### src/irq_ctl_pkg.sv
// Purpose: Shared constants for the core interrupt control and context save block
// Assumes: 32-bit Avalon-MM register window, one word per register
// Notes: Register bytes sit in the low eight bits of each word
package irq_ctl_pkg;
  localparam int DATA_W = 32;
  localparam int ADDR_W = 8;
  localparam logic [ADDR_W-1:0] OFF_INTERRUPT_CONTROL = 8'h00;
  localparam logic [ADDR_W-1:0] OFF_PERIPH_ENABLE_FIRST = 8'h04;
  localparam logic [ADDR_W-1:0] OFF_PERIPH_ENABLE_SECOND = 8'h08;
  localparam logic [ADDR_W-1:0] OFF_PIN_CHANGE_FLAGS = 8'h0C;
  localparam logic [ADDR_W-1:0] OFF_STATUS = 8'h10;
  localparam logic [ADDR_W-1:0] OFF_SHADOW_BASE = 8'h40;
  localparam int SHADOW_COUNT = 7;
  localparam int SH_WREG = 0;
  localparam int SH_STATUS = 1;
  localparam int SH_BANK = 2;
  localparam int SH_PTR_LOW = 3;
  localparam int SH_SPARE = 4;
  localparam int SH_PTR_HIGH = 5;
  localparam int SH_HIGH_LATCH = 6;
  localparam int BIT_GLOBAL_EN = 7;
  localparam int BIT_PERIPH_GATE = 6;
  localparam int BIT_TMR0_EN = 5;
  localparam int BIT_EXT_EN = 4;
  localparam int BIT_PCHG_EN = 3;
  localparam int BIT_TMR0_FLAG = 2;
  localparam int BIT_EXT_FLAG = 1;
  localparam int BIT_PCHG_FLAG = 0;
  localparam int BIT_SECOND_UNUSED = 1;
  localparam logic [7:0] SECOND_IMPL_MASK = 8'hFD;
  localparam logic [7:0] STATUS_KEEP_MASK = 8'hE7;
  localparam logic [7:0] CTRL_RESET = 8'h00;
  localparam logic [7:0] PIE_RESET = 8'h00;
  localparam logic [14:0] IRQ_VECTOR = 15'h0004;
  localparam int ENTRY_CYCLES = 3;
  typedef enum logic [1:0] {ST_RUN, ST_WAIT, ST_VECTOR, ST_SERVICE} irq_state_t;
endpackage

### src/pin_sync.sv
// Purpose: Three-stage synchroniser with agreement-based change detection
// Assumes: Input is asynchronous to mclk
// Notes: Output moves only once stages two and three agree
module pin_sync
  import irq_ctl_pkg::*;
(
  input wire logic mclk,
  input wire logic rst_n,
  input wire logic clk_en,
  input wire logic pin_in,
  output logic level_out
);
  logic s1_reg;
  logic s2_reg;
  logic s3_reg;

  always_ff @(posedge mclk or negedge rst_n)
  begin
    if (!rst_n)
    begin
      s1_reg <= 1'b0;
      s2_reg <= 1'b0;
      s3_reg <= 1'b0;
    end
    else if (clk_en)
    begin
      s1_reg <= pin_in;
      s2_reg <= s1_reg;
      s3_reg <= s2_reg;
    end
  end

  // Filtered level follows only an agreed value
  always_ff @(posedge mclk or negedge rst_n)
  begin
    if (!rst_n)
      level_out <= 1'b0;
    else if (clk_en && (s2_reg == s3_reg))
      level_out <= s3_reg;
  end
endmodule

### src/shadow_bank.sv
// Purpose: Context shadow storage, saved on entry and read back on exit
// Assumes: Save and software write can land in one cycle; the caller does not keep them apart
// Notes: Save has priority over a software write
module shadow_bank
  import irq_ctl_pkg::*;
#(
  parameter int COUNT = SHADOW_COUNT
)
(
  input wire logic mclk,
  input wire logic rst_n,
  input wire logic clk_en,
  input wire logic save,
  input wire logic [8*COUNT-1:0] live_in,
  input wire logic wr_en,
  input wire logic [2:0] wr_idx,
  input wire logic [7:0] wr_data,
  output logic [8*COUNT-1:0] shadow_out
);
  logic [7:0] mem_reg [COUNT];

  always_ff @(posedge mclk or negedge rst_n)
  begin
    if (!rst_n)
    begin
      for (int i = 0; i < COUNT; i++)
        mem_reg[i] <= 8'h00;
    end
    else if (clk_en)
    begin
      if (save)
      begin
        for (int i = 0; i < COUNT; i++)
          mem_reg[i] <= live_in[8*i +: 8];
      end
      else if (wr_en && (int'(wr_idx) < COUNT))
        mem_reg[wr_idx] <= wr_data;
    end
  end

  always_comb
  begin
    for (int i = 0; i < COUNT; i++)
      shadow_out[8*i +: 8] = mem_reg[i];
  end
endmodule

### src/irq_ctl.sv
// Purpose: Core interrupt control, enable gating and automatic context save
// Assumes: Core sequencer hands over live context and accepts vector/restore pulses
// Notes: Shadow copies appear on the bus as the bank-31 window
// Function
// - Push return PC before vectoring
// - Save core context to shadows, status masked
// - Restore every saved register on exit
// - Shadows readable and writable by software
// - Global enable passes or blocks all
// - Peripheral gate passes peripheral requests
// - Timer overflow sets flag, bit 5 enables
// - External pin event sets flag, bit 4
// - Pin-change summary set if any flag
// - Summary read-only, clears with flag register
// - Flags set regardless of enables
// - First enable register gates eight sources
// - Second enable register gates seven sources
// - Second register bit 1 reads zero
// - All enables reset to zero
// - Entry flushes, clears global, loads vector
// - Return pops, restores, sets global
// - Edge select picks rising or falling
// - Entry latency three instruction cycles here
module irq_ctl
  import irq_ctl_pkg::*;
(
  input wire logic mclk,
  input wire logic rst_n,
  input wire logic clk_en,
  input wire logic [irq_ctl_pkg::ADDR_W-1:0] avs_address,
  input wire logic avs_read,
  input wire logic avs_write,
  input wire logic [3:0] avs_byteenable,
  input wire logic [irq_ctl_pkg::DATA_W-1:0] avs_writedata,
  output logic [irq_ctl_pkg::DATA_W-1:0] avs_readdata,
  output logic avs_waitrequest,
  input wire logic ext_irq_pin,
  input wire logic external_edge_select,
  input wire logic timer_zero_overflow,
  input wire logic [7:0] pin_change_event,
  input wire logic [7:0] periph_flags_first,
  input wire logic [7:0] periph_flags_second,
  input wire logic instr_boundary,
  input wire logic return_from_irq_instruction,
  input wire logic [14:0] return_pc,
  input wire logic [7:0] live_wreg,
  input wire logic [7:0] live_status,
  input wire logic [7:0] live_bank_select,
  input wire logic [15:0] live_indirect_pointer,
  input wire logic [7:0] live_program_counter_high_latch,
  output logic irq_pending,
  output logic flush_prefetch,
  output logic push_return_pc,
  output logic [14:0] push_pc_value,
  output logic load_vector,
  output logic [14:0] vector_pc,
  output logic pop_return_pc,
  output logic restore_context,
  output logic [8*irq_ctl_pkg::SHADOW_COUNT-1:0] restore_data,
  output logic in_service
);
  logic [7:0] ctrl_reg;
  logic [7:0] en_first_reg;
  logic [7:0] en_second_reg;
  logic [7:0] pin_change_flag_register;
  logic ext_level;
  logic ext_level_d_reg;
  logic ext_edge;
  logic [8*SHADOW_COUNT-1:0] shadow_q;
  logic [8*SHADOW_COUNT-1:0] live_pack;
  logic shadow_wr;
  logic [2:0] shadow_idx;
  logic in_shadow_win;
  logic bus_wr;
  logic bus_rd;
  logic core_req;
  logic periph_req;
  logic irq_req;
  logic take_irq;
  logic [1:0] entry_cnt_reg;
  irq_state_t state_reg;
  logic [7:0] ctrl_read;
  logic [7:0] rd_byte;

  wire global_irq_enable = ctrl_reg[BIT_GLOBAL_EN];
  wire peripheral_irq_gate = ctrl_reg[BIT_PERIPH_GATE];
  wire timer_zero_overflow_enable = ctrl_reg[BIT_TMR0_EN];
  wire external_pin_irq_enable = ctrl_reg[BIT_EXT_EN];
  wire pin_change_irq_enable = ctrl_reg[BIT_PCHG_EN];
  wire timer_zero_overflow_flag = ctrl_reg[BIT_TMR0_FLAG];
  wire external_pin_irq_flag = ctrl_reg[BIT_EXT_FLAG];
  wire pin_change_summary_flag = |pin_change_flag_register;

  // Writes act only at edges where waitrequest is seen low, so a held request is
  // applied again every second edge; only a bit that hardware sets at that same edge (a flag, or global enable on return) survives a written zero
  assign bus_wr = clk_en && avs_write && avs_byteenable[0] && !avs_waitrequest;
  assign bus_rd = clk_en && avs_read;
  assign in_shadow_win = (avs_address >= OFF_SHADOW_BASE) &&
                         (avs_address < OFF_SHADOW_BASE + ADDR_W'(4 * SHADOW_COUNT));
  assign shadow_idx = 3'((avs_address - OFF_SHADOW_BASE) >> 2);
  assign shadow_wr = bus_wr && in_shadow_win;

  pin_sync ext_sync
  (
    .mclk(mclk),
    .rst_n(rst_n),
    .clk_en(clk_en),
    .pin_in(ext_irq_pin),
    .level_out(ext_level)
  );

  always_ff @(posedge mclk or negedge rst_n)
  begin
    if (!rst_n)
      ext_level_d_reg <= 1'b0;
    else if (clk_en)
      ext_level_d_reg <= ext_level;
  end

  assign ext_edge = external_edge_select ? (ext_level & ~ext_level_d_reg)
                                         : (~ext_level & ext_level_d_reg);

  // Status copy leaves out timeout and power-down bits
  assign live_pack = {live_program_counter_high_latch, live_indirect_pointer[15:8], 8'h00,
                      live_indirect_pointer[7:0], live_bank_select,
                      live_status & STATUS_KEEP_MASK, live_wreg};

  shadow_bank #(.COUNT(SHADOW_COUNT)) shadows
  (
    .mclk(mclk),
    .rst_n(rst_n),
    .clk_en(clk_en),
    .save(push_return_pc),
    .live_in(live_pack),
    .wr_en(shadow_wr),
    .wr_idx(shadow_idx),
    .wr_data(avs_writedata[7:0]),
    .shadow_out(shadow_q)
  );

  assign core_req = (timer_zero_overflow_enable & timer_zero_overflow_flag) |
                    (external_pin_irq_enable & external_pin_irq_flag) |
                    (pin_change_irq_enable & pin_change_summary_flag);
  assign periph_req = peripheral_irq_gate &
                      (|(en_first_reg & periph_flags_first) |
                       |(en_second_reg & SECOND_IMPL_MASK & periph_flags_second));
  assign irq_req = global_irq_enable & (core_req | periph_req);
  assign take_irq = irq_req && (state_reg == ST_RUN) && instr_boundary;

  // Control register: hardware sets beat software clears
  always_ff @(posedge mclk or negedge rst_n)
  begin
    if (!rst_n)
      ctrl_reg <= CTRL_RESET;
    else if (clk_en)
    begin
      logic [7:0] ctrl_next;
      ctrl_next = ctrl_reg;
      if (bus_wr && avs_address == OFF_INTERRUPT_CONTROL)
        ctrl_next[7:1] = avs_writedata[7:1];
      if (take_irq)
        ctrl_next[BIT_GLOBAL_EN] = 1'b0;
      if (state_reg == ST_SERVICE && return_from_irq_instruction)
        ctrl_next[BIT_GLOBAL_EN] = 1'b1;
      if (timer_zero_overflow)
        ctrl_next[BIT_TMR0_FLAG] = 1'b1;
      if (ext_edge)
        ctrl_next[BIT_EXT_FLAG] = 1'b1;
      // Bit 0 is not stored; reads show the pin-change summary instead
      ctrl_next[BIT_PCHG_FLAG] = 1'b0;
      ctrl_reg <= ctrl_next;
    end
  end

  always_ff @(posedge mclk or negedge rst_n)
  begin
    if (!rst_n)
    begin
      en_first_reg <= PIE_RESET;
      en_second_reg <= PIE_RESET;
    end
    else if (bus_wr)
    begin
      if (avs_address == OFF_PERIPH_ENABLE_FIRST)
        en_first_reg <= avs_writedata[7:0];
      if (avs_address == OFF_PERIPH_ENABLE_SECOND)
        en_second_reg <= avs_writedata[7:0] & SECOND_IMPL_MASK;
    end
  end

  // Pin-change flags: write one to a bit clears it, new event wins
  always_ff @(posedge mclk or negedge rst_n)
  begin
    if (!rst_n)
      pin_change_flag_register <= 8'h00;
    else if (clk_en)
    begin
      if (bus_wr && avs_address == OFF_PIN_CHANGE_FLAGS)
        pin_change_flag_register <= (pin_change_flag_register & ~avs_writedata[7:0]) |
                                    pin_change_event;
      else
        pin_change_flag_register <= pin_change_flag_register | pin_change_event;
    end
  end

  // Entry sequencer: boundary, wait, vector, then service
  always_ff @(posedge mclk or negedge rst_n)
  begin
    if (!rst_n)
    begin
      state_reg <= ST_RUN;
      entry_cnt_reg <= 2'h0;
    end
    else if (clk_en)
    begin
      case (state_reg)
        ST_RUN:
          if (take_irq)
          begin
            state_reg <= ST_WAIT;
            entry_cnt_reg <= 2'h0;
          end
        ST_WAIT:
          if (entry_cnt_reg == 2'(ENTRY_CYCLES - 2))
            state_reg <= ST_VECTOR;
          else
            entry_cnt_reg <= entry_cnt_reg + 2'h1;
        ST_VECTOR:
          state_reg <= ST_SERVICE;
        ST_SERVICE:
          if (return_from_irq_instruction)
            state_reg <= ST_RUN;
        default:
          state_reg <= ST_RUN;
      endcase
    end
  end

  // Entry pulses leave together with the address that the core must push
  always_ff @(posedge mclk or negedge rst_n)
  begin
    if (!rst_n)
    begin
      flush_prefetch <= 1'b0;
      push_return_pc <= 1'b0;
      push_pc_value <= 15'h0000;
    end
    else if (clk_en)
    begin
      flush_prefetch <= take_irq;
      push_return_pc <= take_irq;
      if (take_irq)
        push_pc_value <= return_pc;
    end
  end

  // Vector load marks the end of the fixed entry latency
  always_ff @(posedge mclk or negedge rst_n)
  begin
    if (!rst_n)
    begin
      load_vector <= 1'b0;
      vector_pc <= 15'h0000;
    end
    else if (clk_en)
    begin
      load_vector <= (state_reg == ST_WAIT) && (entry_cnt_reg == 2'(ENTRY_CYCLES - 2));
      vector_pc <= IRQ_VECTOR;
    end
  end

  // Return is honoured only while a service routine runs
  always_ff @(posedge mclk or negedge rst_n)
  begin
    if (!rst_n)
    begin
      pop_return_pc <= 1'b0;
      restore_context <= 1'b0;
    end
    else if (clk_en)
    begin
      pop_return_pc <= (state_reg == ST_SERVICE) && return_from_irq_instruction;
      restore_context <= (state_reg == ST_SERVICE) && return_from_irq_instruction;
    end
  end

  // Status levels; in_service trails the state by one cycle
  always_ff @(posedge mclk or negedge rst_n)
  begin
    if (!rst_n)
    begin
      in_service <= 1'b0;
      irq_pending <= 1'b0;
    end
    else if (clk_en)
    begin
      in_service <= (state_reg != ST_RUN);
      irq_pending <= irq_req;
    end
  end

  // Shadows stay stable until the restore pulse, so a late software edit is honoured
  assign restore_data = shadow_q;

  always_comb
  begin
    ctrl_read = ctrl_reg;
    ctrl_read[BIT_PCHG_FLAG] = pin_change_summary_flag;
    rd_byte = 8'h00;
    if (in_shadow_win)
      rd_byte = shadow_q[8*shadow_idx +: 8];
    else
    begin
      case (avs_address)
        OFF_INTERRUPT_CONTROL: rd_byte = ctrl_read;
        OFF_PERIPH_ENABLE_FIRST: rd_byte = en_first_reg;
        OFF_PERIPH_ENABLE_SECOND: rd_byte = en_second_reg;
        OFF_PIN_CHANGE_FLAGS: rd_byte = pin_change_flag_register;
        OFF_STATUS: rd_byte = {5'h00, in_service, irq_req, irq_pending};
        default: rd_byte = 8'h00;
      endcase
    end
  end

  // Waitrequest drops for one cycle per request and freezes with the clock enable
  always_ff @(posedge mclk or negedge rst_n)
  begin
    if (!rst_n)
      avs_waitrequest <= 1'b1;
    else if (clk_en)
      avs_waitrequest <= !((avs_read || avs_write) && avs_waitrequest);
  end

  // Read data load while waitrequest is high and stand at the answering edge
  always_ff @(posedge mclk or negedge rst_n)
  begin
    if (!rst_n)
      avs_readdata <= 32'h0000_0000;
    else if (bus_rd)
      avs_readdata <= {24'h000000, rd_byte};
  end
endmodule

### config.mk
export PLATFORM = sky130hd
export DESIGN_NAME = irq_ctl
export DESIGN_NICKNAME = d
export VERILOG_FILES = /design/src/irq_ctl_pkg.sv /design/src/pin_sync.sv /design/src/shadow_bank.sv /design/src/irq_ctl.sv
export SDC_FILE = /design/constraint.sdc
export NUM_CORES = 1
export LEC_CHECK = 0
export BUFFER_PORTS_ARGS = -buffer_cell sky130_fd_sc_hd__buf_2
export CAP_MARGIN = 10
export CELL_PAD_IN_SITES_DETAIL_PLACEMENT = 0
export CELL_PAD_IN_SITES_GLOBAL_PLACEMENT = 1
export CORE_AREA = 2 2 178 136
export CTS_BUF_LIST = sky130_fd_sc_hd__clkbuf_16
export CTS_CLUSTER_DIAMETER = 50
export DETAILED_ROUTE_END_ITERATION = 10
export DIE_AREA = 0 0 180 138
export PLACE_DENSITY_LB_ADDON = 0.1
export SYNTH_ARGS = -nofsm -noshare
export SYNTH_HDL_FRONTEND = slang
export SYNTH_HIERARCHICAL = 1
export SYNTH_SLANG_ARGS = --single-unit
export TNS_END_PERCENT = 30
### constraint.sdc
create_clock -name mclk -period 1.8 [get_ports mclk]
set_input_delay 0.36 -clock mclk [delete_from_list [all_inputs] [get_ports mclk]]
set_output_delay 0.36 -clock mclk [all_outputs]
set_load 0.01 [all_outputs]
==> results of run 1 <==
==> worst reg2reg max path, cell delays in order (launching register included) <==
cell      delay (ns)
dfrtp_1         0.40
nor4_4          0.29
nand2_1         0.12
a222oi_1        0.41
buf_4           0.22
a21oi_4         0.07
buf_4           0.21
mux2_2          0.30
==> timing repair <==
action	in CTS	in global routing
setup endpoints to repair	39	90
hold buffers	1	0
setup buffers	0	2
gates cloned	0	0
pin swaps	7	20
hold endpoints to repair	20	0
gates resized for setup	6	21
==> routing by layer <==
| metal | part of all wire [%] | up-vias |
|---|---|---|
| met4 | 1.0 | 0 |
| met2 | 43 | 226 |
| met3 | 5.7 | 18 |
| met5 | 0 | - |
| li1 | - | 2801 |
| met1 | 50 | 3079 |
==> metrics by stage <==
step	hold WS, ns	total power, mW	cell area [sq um]
2_1_floorplan	0.0644	3.84	7100
3_3_place_gp	0.315	4.35	8750
3_5_place_dp	0.313	4.39	8750
4_1_cts	0.151	7.82	9350
5_1_grt	0.155	8.10	9430
6_report	0.170	7.75	9430
==> worst paths after layout <==
check	from	endpoint	slack, ns	depth (start not counted)
max reg2reg	pin_change_flag_register[5]	push_pc_value[8]	-0.34	7
max in group asynchronous	rst_n	avs_waitrequest	0.77	3
max	pin_change_flag_register[5]	push_pc_value[8]	-0.34	7
min	return_pc[3]	push_pc_value[3]	0.17	2
min in group asynchronous	rst_n	shadows/shadow_out[51]	0.41	2
min reg2reg	vector_pc[2]	vector_pc[2]	0.46	1
==> logic make-up after synthesis <==
kind of cell | Yosys count | share of synthesized area (%)
AOI/OAI and AO/OA | 193 | 23.1
adders and majority gates | 5 | 0.915
buffers and inverters | 88 | 7.87
DFF | 125 | 45.8
muxes | 66 | 13.2
other | 1 | 0.0549
and+or+nand+nor | 111 | 9.11
==> cell usage after synthesis (2+ instances only) <==
| library cell | instances |
|---|---|
| nor3_2 | 2 |
| mux4_2 | 15 |
| buf_4 | 44 |
| a221o_1 | 50 |
| nor2b_1 | 10 |
| inv_1 | 15 |
| o22a_1 | 5 |
| or2_2 | 2 |
| a222oi_1 | 2 |
| a31oi_1 | 7 |
| a22oi_1 | 18 |
| and2_1 | 10 |
| nor3_1 | 2 |
| nand3_1 | 9 |
| and3_1 | 3 |
| a21oi_1 | 16 |
| mux2_2 | 41 |
| nand4b_1 | 2 |
| o211ai_1 | 7 |
| o22ai_1 | 3 |
| nor2_1 | 21 |
| buf_1 | 2 |
| buf_6 | 3 |
| mux2i_1 | 10 |
| a22o_1 | 61 |
| nand2_1 | 31 |
| buf_2 | 16 |
| ha_1 | 5 |
| a21o_1 | 3 |
| nand4_1 | 2 |
| nand2b_1 | 5 |
| nand3b_2 | 2 |
| nor4_1 | 3 |
| dfrtp_1 | 124 |
| o21ai_0 | 15 |
| clkbuf_1 | 7 |
| o21a_1 | 3 |
==> power by group through the flow <==
stage | logic (mW) | clock network [mW] | registers [mW]
finish | 1.29 | 3.39 | 3.07
global route | 1.42 | 3.59 | 3.09
CTS | 1.29 | 3.46 | 3.07
detailed placement | 1.27 | 0 | 3.12
global placement | 1.24 | 0 | 3.11
floorplan | 0.714 | 0 | 3.12
==> placed cells by master, fill, tap and decap left out, types with 3 or more instances in the layout <==
master       n
ha_1         5
bufinv_16    3
a221o_1     50
nand3_1      8
dfrtp_1    124
clkbuf_16   17
nor2b_1     10
buf_2      197
inv_1       18
o211ai_1     7
buf_4       87
mux2_2      40
nand2_1     31
a21oi_1     14
a22oi_1     13
nor2_1      19
a22oi_2      5
nand2b_1     5
a31oi_1      5
mux4_2      15
and2_1       9
a22o_1      61
clkinv_1     4
buf_12       6
conb_1      48
o22ai_1      3
o21ai_1      7
o21ai_0      8
mux2i_1     10
a21o_1       3
buf_6        6
o22a_1       5
==> area by class of cell <==
class | count | area, sq um | share of cell area [%]
Clock buffer | 17 | 425 | 4.51
Clock inverter | 14 | 138 | 1.46
Inverter | 16 | 62.6 | 0.663
Multi-Input combinational cell | 423 | 3460 | 36.7
Sequential cell | 125 | 3130 | 33.2
Tap cell | 306 | 383 | 4.06
Timing Repair Buffer | 297 | 1840 | 19.5
==> qor.yml, run 1 <==
sta:
  max_slew.worst_pin.slew_ns: 0.642
  finalHoldViolations: 0
  finalSetupViolations: 23
  min_period_ns: 2.14
  slew-limit-headroom_pct: 57.1
  rsz0062_at_grt: "yes"
  max_freq_ghz: 0.467
  slew_violations: 0
  fin_tns_setup_ns: -6.60
  skew_ns: 0.00876
  min_period_over_period_pct: 119
  finalWorstSetupSlack_ns: -0.343
pwr:
  swShare_pct: 26.6
  internal-power_mw: 5.69
  combPwrFrac_pct: 16.6
  power_leakage_nw: 4.23
  clockPowerShare_pct: 43.8
  p_switching_mw: 2.06
  seqPwrFrac_pct: 39.6
  power_density_nw_per_um2: 822
  ir_drop_uv: 537
global_routing:
  busiest_layer: "met1"
  grtUsageTotal_pct: 20.5
  grt_max_degree: 53
  antenna_found_initial: 0
  grtUsageMet2_pct: 28.9
  overflow: 0
  met3_usage_pct: 3.87
  grt_pass1_vias: 6192
  grt_util_met1_pct: 31.8
  grt_pass1_wl_um: 38600
floorplan:
  placementRows: 49
  fp.dieArea_sq_um: 24800
  start_util_pct: 29.3
  core-area_sq_um: 23400
  ios: 267
  die_y_um: 138
  dieWidth_um: 180
setup_path:
  cp_cell_sequence: "nor4_4 -> nand2_1 -> a222oi_1 -> buf_4 -> a21oi_4 -> buf_4 -> mux2_2"
  startpoint_type: "register"
  worst_path_largest_cell_delay_ns: 0.41
  cpMostUsedCell: "buf_4"
  critPathRequiredTime_ns: 2.10
  path_buf_inv: 2
  path_max_fanout: 17
  cp-end-kind: "register"
  worstPathArrival_ns: 2.44
  cp_slowest_cell: "a222oi_1"
  path_delay_family: "compound AO/OA/AOI/OAI gates"
  setup.worst_path.class: "reg2reg"
drt:
  remaining_drc_errors: 0
  wl_per_cell_um: 21.0
  detail-route-antenna-nets: 0
  num_vias: 6124
  drtIter0Drc: 499
  vias_per_cell: 5.11
  wl_um: 25100
  drt_pass1_iterations: 5
synthesis:
  ys.flop_type: "dfrtp_1"
  yosysTopAreaCell: "dfrtp_1"
  ys_warn_count: 6
  synth-seq-cells: 125
  async_flop_share_pct: 100
  synthTopCellsByArea: "dfrtp_1, a22o_1, a221o_1, mux2_2, mux4_2"
  synth_cell_types: 50
  synth_edf_count: 0
  syn_avg_cell_area_sq_um: 11.6
  ys_seq_area_share_pct: 45.8
  synthCells: 589
  netlist_area_sq_um: 6840
  synth_top_area_share_pct: 45.4
placed_design:
  dp.cells: 1164
  port_buffers: 198
  dp_hpwl_um: 19600
  routabilityCongestion: 0.831
  dp_slack_ns: -0.483
clock_tree:
  cts_max_level: 4
  cts_buffer_depth: 2
  clockRootBuffer: "clkbuf_16"
  cts_buffers: 17
  cts_sinks: 125
  cts_tree: "yes"
  clk_latency_ns: 0.42
  clk_pin_slew_ns: 0.06
finish:
  fin_nets: 1026
  antenna_cells: 0
  stdcell_count: 1198
  area_growth_pct: 38.0
  utilization_pct: 40.4
  fillCellCount: 2340
  largest_reg_flops: 56
  drive_gt1_share_pct: 45.9
worst_hold_path:
  hold_path_class: "in2reg"
outcome:
  violations: "setup timing"
  status: "finished with violations"
job:
  max_cap_violations: 0
Note: power is estimated with default switching activity, not from simulation.
==> run 2: changes to the inputs <==
SKIP_LAST_GASP = 1   (was default)
==> run 2 against run 1 <==
- the run still ends with setup timing left
- cell count about the same
- design area down 0.38%
- combinational power about the same
- sequential share of layout area up 0.13 points
- critical path type unchanged
- critical endpoint unchanged
==> qor.yml, run 2 (synthesized netlist as in run 1, its figures left out) <==
outcome:
  status: "finished with violations"  # unchanged
  violations: "setup timing"  # unchanged
floorplan:
  fp.dieArea_sq_um: 24800  # unchanged
  ios: 267  # unchanged
  die_y_um: 138  # unchanged
  start_util_pct: 29.3  # unchanged
  core-area_sq_um: 23400  # unchanged
  placementRows: 49  # unchanged
  dieWidth_um: 180  # unchanged
sta:
  whs_ns: 0.173  # was 0.170 ns
  skew_ns: 0.00772  # was 0.00876 ns
  min_period_ns: 2.17  # was 2.14 ns
  finalHoldViolations: 0  # unchanged
  max_slew.worst_pin.slew_ns: 0.650  # was 0.642 ns
  max_freq_ghz: 0.462  # was 0.467 GHz
  slew-limit-headroom_pct: 56.6  # was 57.1%
  min_period_over_period_pct: 120  # was 119%
  finalSetupViolations: 28  # was 23
  rsz0062_at_grt: "yes"  # unchanged
  finalWorstSetupSlack_ns: -0.365  # was -0.343 ns
  slew_violations: 0  # unchanged
drt:
  vias_per_cell: 5.10  # was 5.11
  drt_pass1_iterations: 5  # unchanged
  top_layer: "met4"  # unchanged
  wl_um: 25200  # was 25100 um
  wl_per_cell_um: 21.1  # was 21.0 um
  remaining_drc_errors: 0  # unchanged
  wl_met2_um: 10900  # about the same
  drtIter0Drc: 519  # was 499
  detail-route-antenna-nets: 0  # unchanged
  num_vias: 6106  # was 6124
  wl_met3_um: 1410  # was 1430 um
  met1_length_um: 12700  # was 12600 um
setup_path:
  startpoint_type: "register"  # unchanged
  ff2ff_path_depth: 7  # unchanged
  worstPathArrival_ns: 2.46  # was 2.44 ns
  critPathRequiredTime_ns: 2.10  # about the same
  path_max_fanout: 17  # unchanged
  cp-end-kind: "register"  # unchanged
  setup.worst_path.class: "reg2reg"  # unchanged
global_routing:
  grtUsageTotal_pct: 20.5  # about the same
  grt_pass1_vias: 6192  # unchanged
  grt_pass1_wl_um: 38600  # about the same
  antenna_found_initial: 0  # unchanged
  grt_max_degree: 53  # unchanged
  overflow: 0  # unchanged
clock_tree:
  cts_max_level: 4  # unchanged
  clk_pin_slew_ns: 0.06  # about the same
  cts_tree: "yes"  # unchanged
  clockRootBuffer: "clkbuf_16"  # unchanged
  cts_buffer_depth: 2  # unchanged
  clk_latency_ns: 0.42  # about the same
  cts_buffers: 17  # unchanged
  cts_sinks: 125  # unchanged
finish:
  area_growth_pct: 37.4  # was 38.0%
  final_cell_mix: "buf_2, dfrtp_1, buf_4, a22o_1, a221o_1"  # unchanged
  stdcell_count: 1197  # was 1198
  layout_commonest_cell: "buf_2"  # unchanged
  fillCellCount: 2344  # was 2340
  drive_gt1_share_pct: 45.5  # was 45.9%
  fin_nets: 1025  # was 1026
  antenna_cells: 0  # unchanged
  largest_reg_flops: 56  # unchanged
placed_design:
  dp_hpwl_um: 19600  # unchanged
  port_buffers: 198  # unchanged
  dp_slack_ns: -0.483  # unchanged
  dp.cells: 1164  # unchanged
  routabilityCongestion: 0.831  # unchanged
pwr:
  internal-power_mw: 5.68  # was 5.69 mW
  combPwrFrac_pct: 16.6  # about the same
  power_leakage_nw: 4.23  # about the same
  p_switching_mw: 2.05  # was 2.06 mW
  ir_drop_uv: 557  # was 537 uV
  clockPowerShare_pct: 43.7  # was 43.8%
  swShare_pct: 26.5  # was 26.6%
  seqPwrFrac_pct: 39.7  # was 39.6%
  power_density_nw_per_um2: 823  # was 822 nW/um^2
worst_hold_path:
  hold_depth: 2  # unchanged
  hold_path_class: "in2reg"  # unchanged
job:
  max_cap_violations: 0  # unchanged
## run 2: changes by cell type in the layout (fill, tap and decap cells not counted), sizes merged
| cell | delta |
|---|---|
| buf | -1 |
## run 2: critical path: stages, from the launching register on
cell      delay [ns]
dfrtp_1         0.40
nor4_4          0.29
nand2_1         0.12
a222oi_1        0.43
buf_4           0.22
a21oi_4         0.07
buf_4           0.21
mux2_2          0.30
## run 2: path summary, 6_finish.rpt
kind	startpoint	to	slack, ns
max	pin_change_flag_register[5]	push_pc_value[8]	-0.37
min	return_pc[4]	push_pc_value[4]	0.17
max reg2reg	pin_change_flag_register[5]	push_pc_value[8]	-0.37
min reg2reg	vector_pc[2]	vector_pc[2]	0.46
max in group asynchronous	rst_n	avs_waitrequest	0.77
min in group asynchronous	rst_n	shadows/shadow_out[51]	0.41
## run 2: power by group through the flow
stage	clock, mW	combinational [mW]	sequential (mW)
after floorplan	0	0.714	3.12
after global placement	0	1.24	3.11
after detailed placement	0	1.27	3.12
after CTS	3.46	1.28	3.07
after global routing	3.59	1.41	3.09
final	3.38	1.28	3.07
## run 2: per-layer routing
layer  up-vias  track usage (%)
li1       2793                -
met4         0             5.43
met1      3078             31.7
met3        16             3.90
met5         -                0
met2       219             28.9
## run 2: metrics by stage
step	instance area [sq um]	utilization, %	setup TNS, ns	power, mW
floorplan	7100	-	-2.40	3.84
global placement	8750	37.5	-29.58	4.35
global route	9400	40.2	-10.19	8.09
CTS	9340	40.0	-6.46	7.81
detailed placement	8750	37.5	-29.77	4.39
finish	9400	40.2	-7.20	7.73
## run 2: layout make-up
type,instances,area (sq um),area share [%]
tap,306,383,4.08
multi-input combinational,423,3440,36.6
sequential,125,3130,33.3
clock inverter,14,138,1.46
timing repair buffer,296,1820,19.4
clock buffer,17,425,4.53
inverter,16,62.6,0.666
## run 2: repair_timing
action,4_1_cts,5_1_grt
hold endpoints to repair,20,0
pin swaps,6,14
gates resized for setup,3,15
setup buffers,0,2
hold buffers,1,0
endpoints found under the setup margin,39,98
==> run 3: changes to the inputs <==
CELL_PAD_IN_SITES_DETAIL_PLACEMENT = default   (was 0)
CELL_PAD_IN_SITES_GLOBAL_PLACEMENT = default   (was 1)
PLACE_DENSITY_LB_ADDON = default   (was 0.1)
==> run 3 against run 2 <==
- the flow still finishes with violations (setup timing)
- power is 1.1% higher
- first-iteration DRC count shrank 11%
- core utilization shrank 0.40 points
- clock skew rose by 0.0028 ns
- cell count shrank 0.75%
- count of clock-buffer cells in the layout did not move
- hold slack worse by 0.012 ns
- wire length down 4.1%
- sequential share of layout area rose by 0.33 points
- die area did not move
- register-to-register slack better by 0.08 ns
- critical path type unchanged
- largest cell class unchanged
- largest power group unchanged
==> qor.yml, run 3 (synthesized netlist as in run 1, its figures left out) <==
outcome:
  status: "finished with violations"  # unchanged
  violations: "setup timing"  # unchanged
finish:
  fin_nets: 1014  # was 1025
  largest_reg_flops: 56  # unchanged
  area_growth_pct: 36.1  # was 37.4%
  utilization_pct: 39.8  # was 40.2%
  layout_commonest_cell: "buf_2"  # unchanged
  drive_gt1_share_pct: 45.5  # about the same
  final_cell_area_sq_um: 9300  # was 9400 sq um
  final_cell_mix: "buf_2, dfrtp_1, buf_4, a22o_1, a221o_1"  # unchanged
drt:
  wl_per_cell_um: 20.4  # was 21.1 um
  num_vias: 6037  # was 6106
  drt_pass1_iterations: 7  # was 5
  detail-route-antenna-nets: 0  # unchanged
  remaining_drc_errors: 0  # unchanged
  drtIter0Drc: 461  # was 519
  vias_per_cell: 5.08  # was 5.10
  wl_um: 24200  # was 25200 um
setup_path:
  worstPathArrival_ns: 2.39  # was 2.46 ns
  cp_slowest_cell: "dfrtp_1"  # was a222oi_1
  setup.worst_path.class: "reg2reg"  # unchanged
  cp_cell_sequence: "nor4_2 -> nand2_1 -> a222oi_1 -> buf_4 -> a21oi_4 -> o21bai_2 -> mux2_4"  # was nor4_4 -> nand2_1 -> a222oi_1 -> buf_4 -> a21oi_4 -> buf_4 -> mux2_2
  path_delay_family: "compound AO/OA/AOI/OAI gates"  # unchanged
  path_max_fanout: 4  # was 17
  worst_path_largest_cell_delay_ns: 0.39  # was 0.43 ns
  startpoint_type: "register"  # unchanged
  path_buf_inv: 1  # was 2
  critPathRequiredTime_ns: 2.11  # was 2.10 ns
  cp-end-kind: "register"  # unchanged
clock_tree:
  cts_tree: "yes"  # unchanged
  cts_buffer_depth: 2  # unchanged
  cts_buffers: 17  # unchanged
  cts_sinks: 125  # unchanged
  cts_max_level: 4  # unchanged
  clk_pin_slew_ns: 0.06  # about the same
  clk_latency_ns: 0.43  # was 0.42 ns
  clockRootBuffer: "clkbuf_16"  # unchanged
placed_design:
  place_area_sq_um: 8630  # was 8750 sq um
  port_buffers: 198  # unchanged
  dp_slack_ns: -0.413  # was -0.483 ns
  dp_hpwl_um: 18700  # was 19600 um
  routabilityCongestion: 0.825  # was 0.831
pwr:
  swShare_pct: 28.1  # was 26.5%
  clockPowerShare_pct: 44.1  # was 43.7%
  power_density_nw_per_um2: 840  # was 823 nW/um^2
  seqPwrFrac_pct: 39.3  # was 39.7%
  power_mw: 7.82  # was 7.73 mW
  ir_drop_uv: 545  # was 557 uV
  p_switching_mw: 2.20  # was 2.05 mW
  combPwrFrac_pct: 16.5  # was 16.6%
  internal-power_mw: 5.62  # was 5.68 mW
  power_leakage_nw: 4.15  # was 4.23 nW
sta:
  slew_violations: 0  # unchanged
  min_period_over_period_pct: 116  # was 120%
  whs_ns: 0.161  # was 0.173 ns
  min_period_ns: 2.08  # was 2.17 ns
  finalHoldViolations: 0  # unchanged
  max_freq_ghz: 0.480  # was 0.462 GHz
  max_slew.worst_pin.slew_ns: 0.633  # was 0.650 ns
  finalWorstSetupSlack_ns: -0.284  # was -0.365 ns
  finalSetupViolations: 71  # was 28
  rsz0062_at_grt: "yes"  # unchanged
  skew_ns: 0.0105  # was 0.00772 ns
  slew-limit-headroom_pct: 57.8  # was 56.6%
floorplan:
  fp.dieArea_sq_um: 24800  # unchanged
  ios: 267  # unchanged
  dieWidth_um: 180  # unchanged
  core-area_sq_um: 23400  # unchanged
  start_util_pct: 29.3  # unchanged
  placementRows: 49  # unchanged
  die_y_um: 138  # unchanged
worst_hold_path:
  hold_path_class: "in2reg"  # unchanged
global_routing:
  overflow: 0  # unchanged
  grt_pass1_wl_um: 36300  # was 38600 um
  grt_pass1_vias: 5830  # was 6192
  grtUsageTotal_pct: 19.3  # was 20.5%
  grt_max_degree: 80  # was 53
  antenna_found_initial: 1  # was 0
job:
  max_cap_violations: 0  # unchanged
-- run 3: cell count changes in the layout (fill, tap and decap cells not counted), moves of 4 or more --
cell      change
o21ai_1       -4
clkinv_4      +4
buf_4         -6
inv_6         +4
inv_1         -4
clkinv_1      -4
-- run 3: area by class of cell --
| type | count | area, sq um |
|---|---|---|
| antenna | 1 | 2.50 |
| clock buffer | 17 | 425 |
| clock inverter | 15 | 163 |
| fill | 2326 | 14100 |
| inverter | 16 | 62.6 |
| multi-input combinational | 423 | 3440 |
| sequential | 125 | 3130 |
| tap | 306 | 383 |
| timing repair buffer | 285 | 1700 |
-- run 3: metrics by stage --
stage | setup TNS, ns | cells
4_1_cts | -7.96 | 1185
2_1_floorplan | -2.40 | 636
3_3_place_gp | -21.27 | 1151
6_report | -7.48 | 1188
3_5_place_dp | -23.37 | 1151
5_1_grt | -16.33 | 1187
-- run 3: path summary, 6_finish.rpt --
kind	slack (ns)	cells past startpoint	endpoint	startpoint
setup / recovery	-0.28	7	state_reg[1]	pin_change_flag_register[1]
hold / removal	0.16	2	push_pc_value[12]	return_pc[12]
max in group asynchronous	0.70	3	shadows/shadow_out[52]	rst_n
setup reg to reg	-0.28	7	state_reg[1]	pin_change_flag_register[1]
hold reg to reg	0.47	1	vector_pc[2]	vector_pc[2]
min in group asynchronous	0.35	2	ext_sync/s1_reg	rst_n
-- run 3: what timing repair did --
| item | 4_1_cts | 5_1_grt |
|---|---|---|
| buffers inserted | 2 | 2 |
| endpoints found under the setup margin | 73 | 106 |
| pin swaps | 6 | 8 |
| gates resized for setup | 8 | 4 |
| hold buffers | 1 | 0 |
| endpoints found under the hold margin | 14 | 0 |
-- run 3: per-layer routing --
| layer | vias to the layer above | global-route usage (%) | wire [um] |
|---|---|---|---|
| met5 | - | 0 | 0 |
| met2 | 224 | 27.4 | 10400 |
| met3 | 15 | 4.74 | 1530 |
| li1 | 2780 | - | - |
| met1 | 3018 | 29.5 | 12000 |
| met4 | 0 | 4.36 | 223 |
-- run 3: power groups by stage --
stage                     Sequential [mW]  Combinational, mW  Clock, mW
after detailed placement             3.12               1.21          0
after CTS                            3.07               1.26       3.51
after global routing                 3.09               1.41       3.64
final                                3.07               1.29       3.45
after floorplan                      3.12              0.714          0
after global placement               3.12               1.19          0
-- run 3: worst reg2reg max path: cells and delay by family (launching register included) --
kind / cells / cell delay (ns)
multiplexers: 1 / 0.32
buffers and inverters: 1 / 0.22
flip-flops: 1 / 0.39
AO/OA/AOI/OAI: 3 / 0.65
AND/OR/NAND/NOR: 2 / 0.40
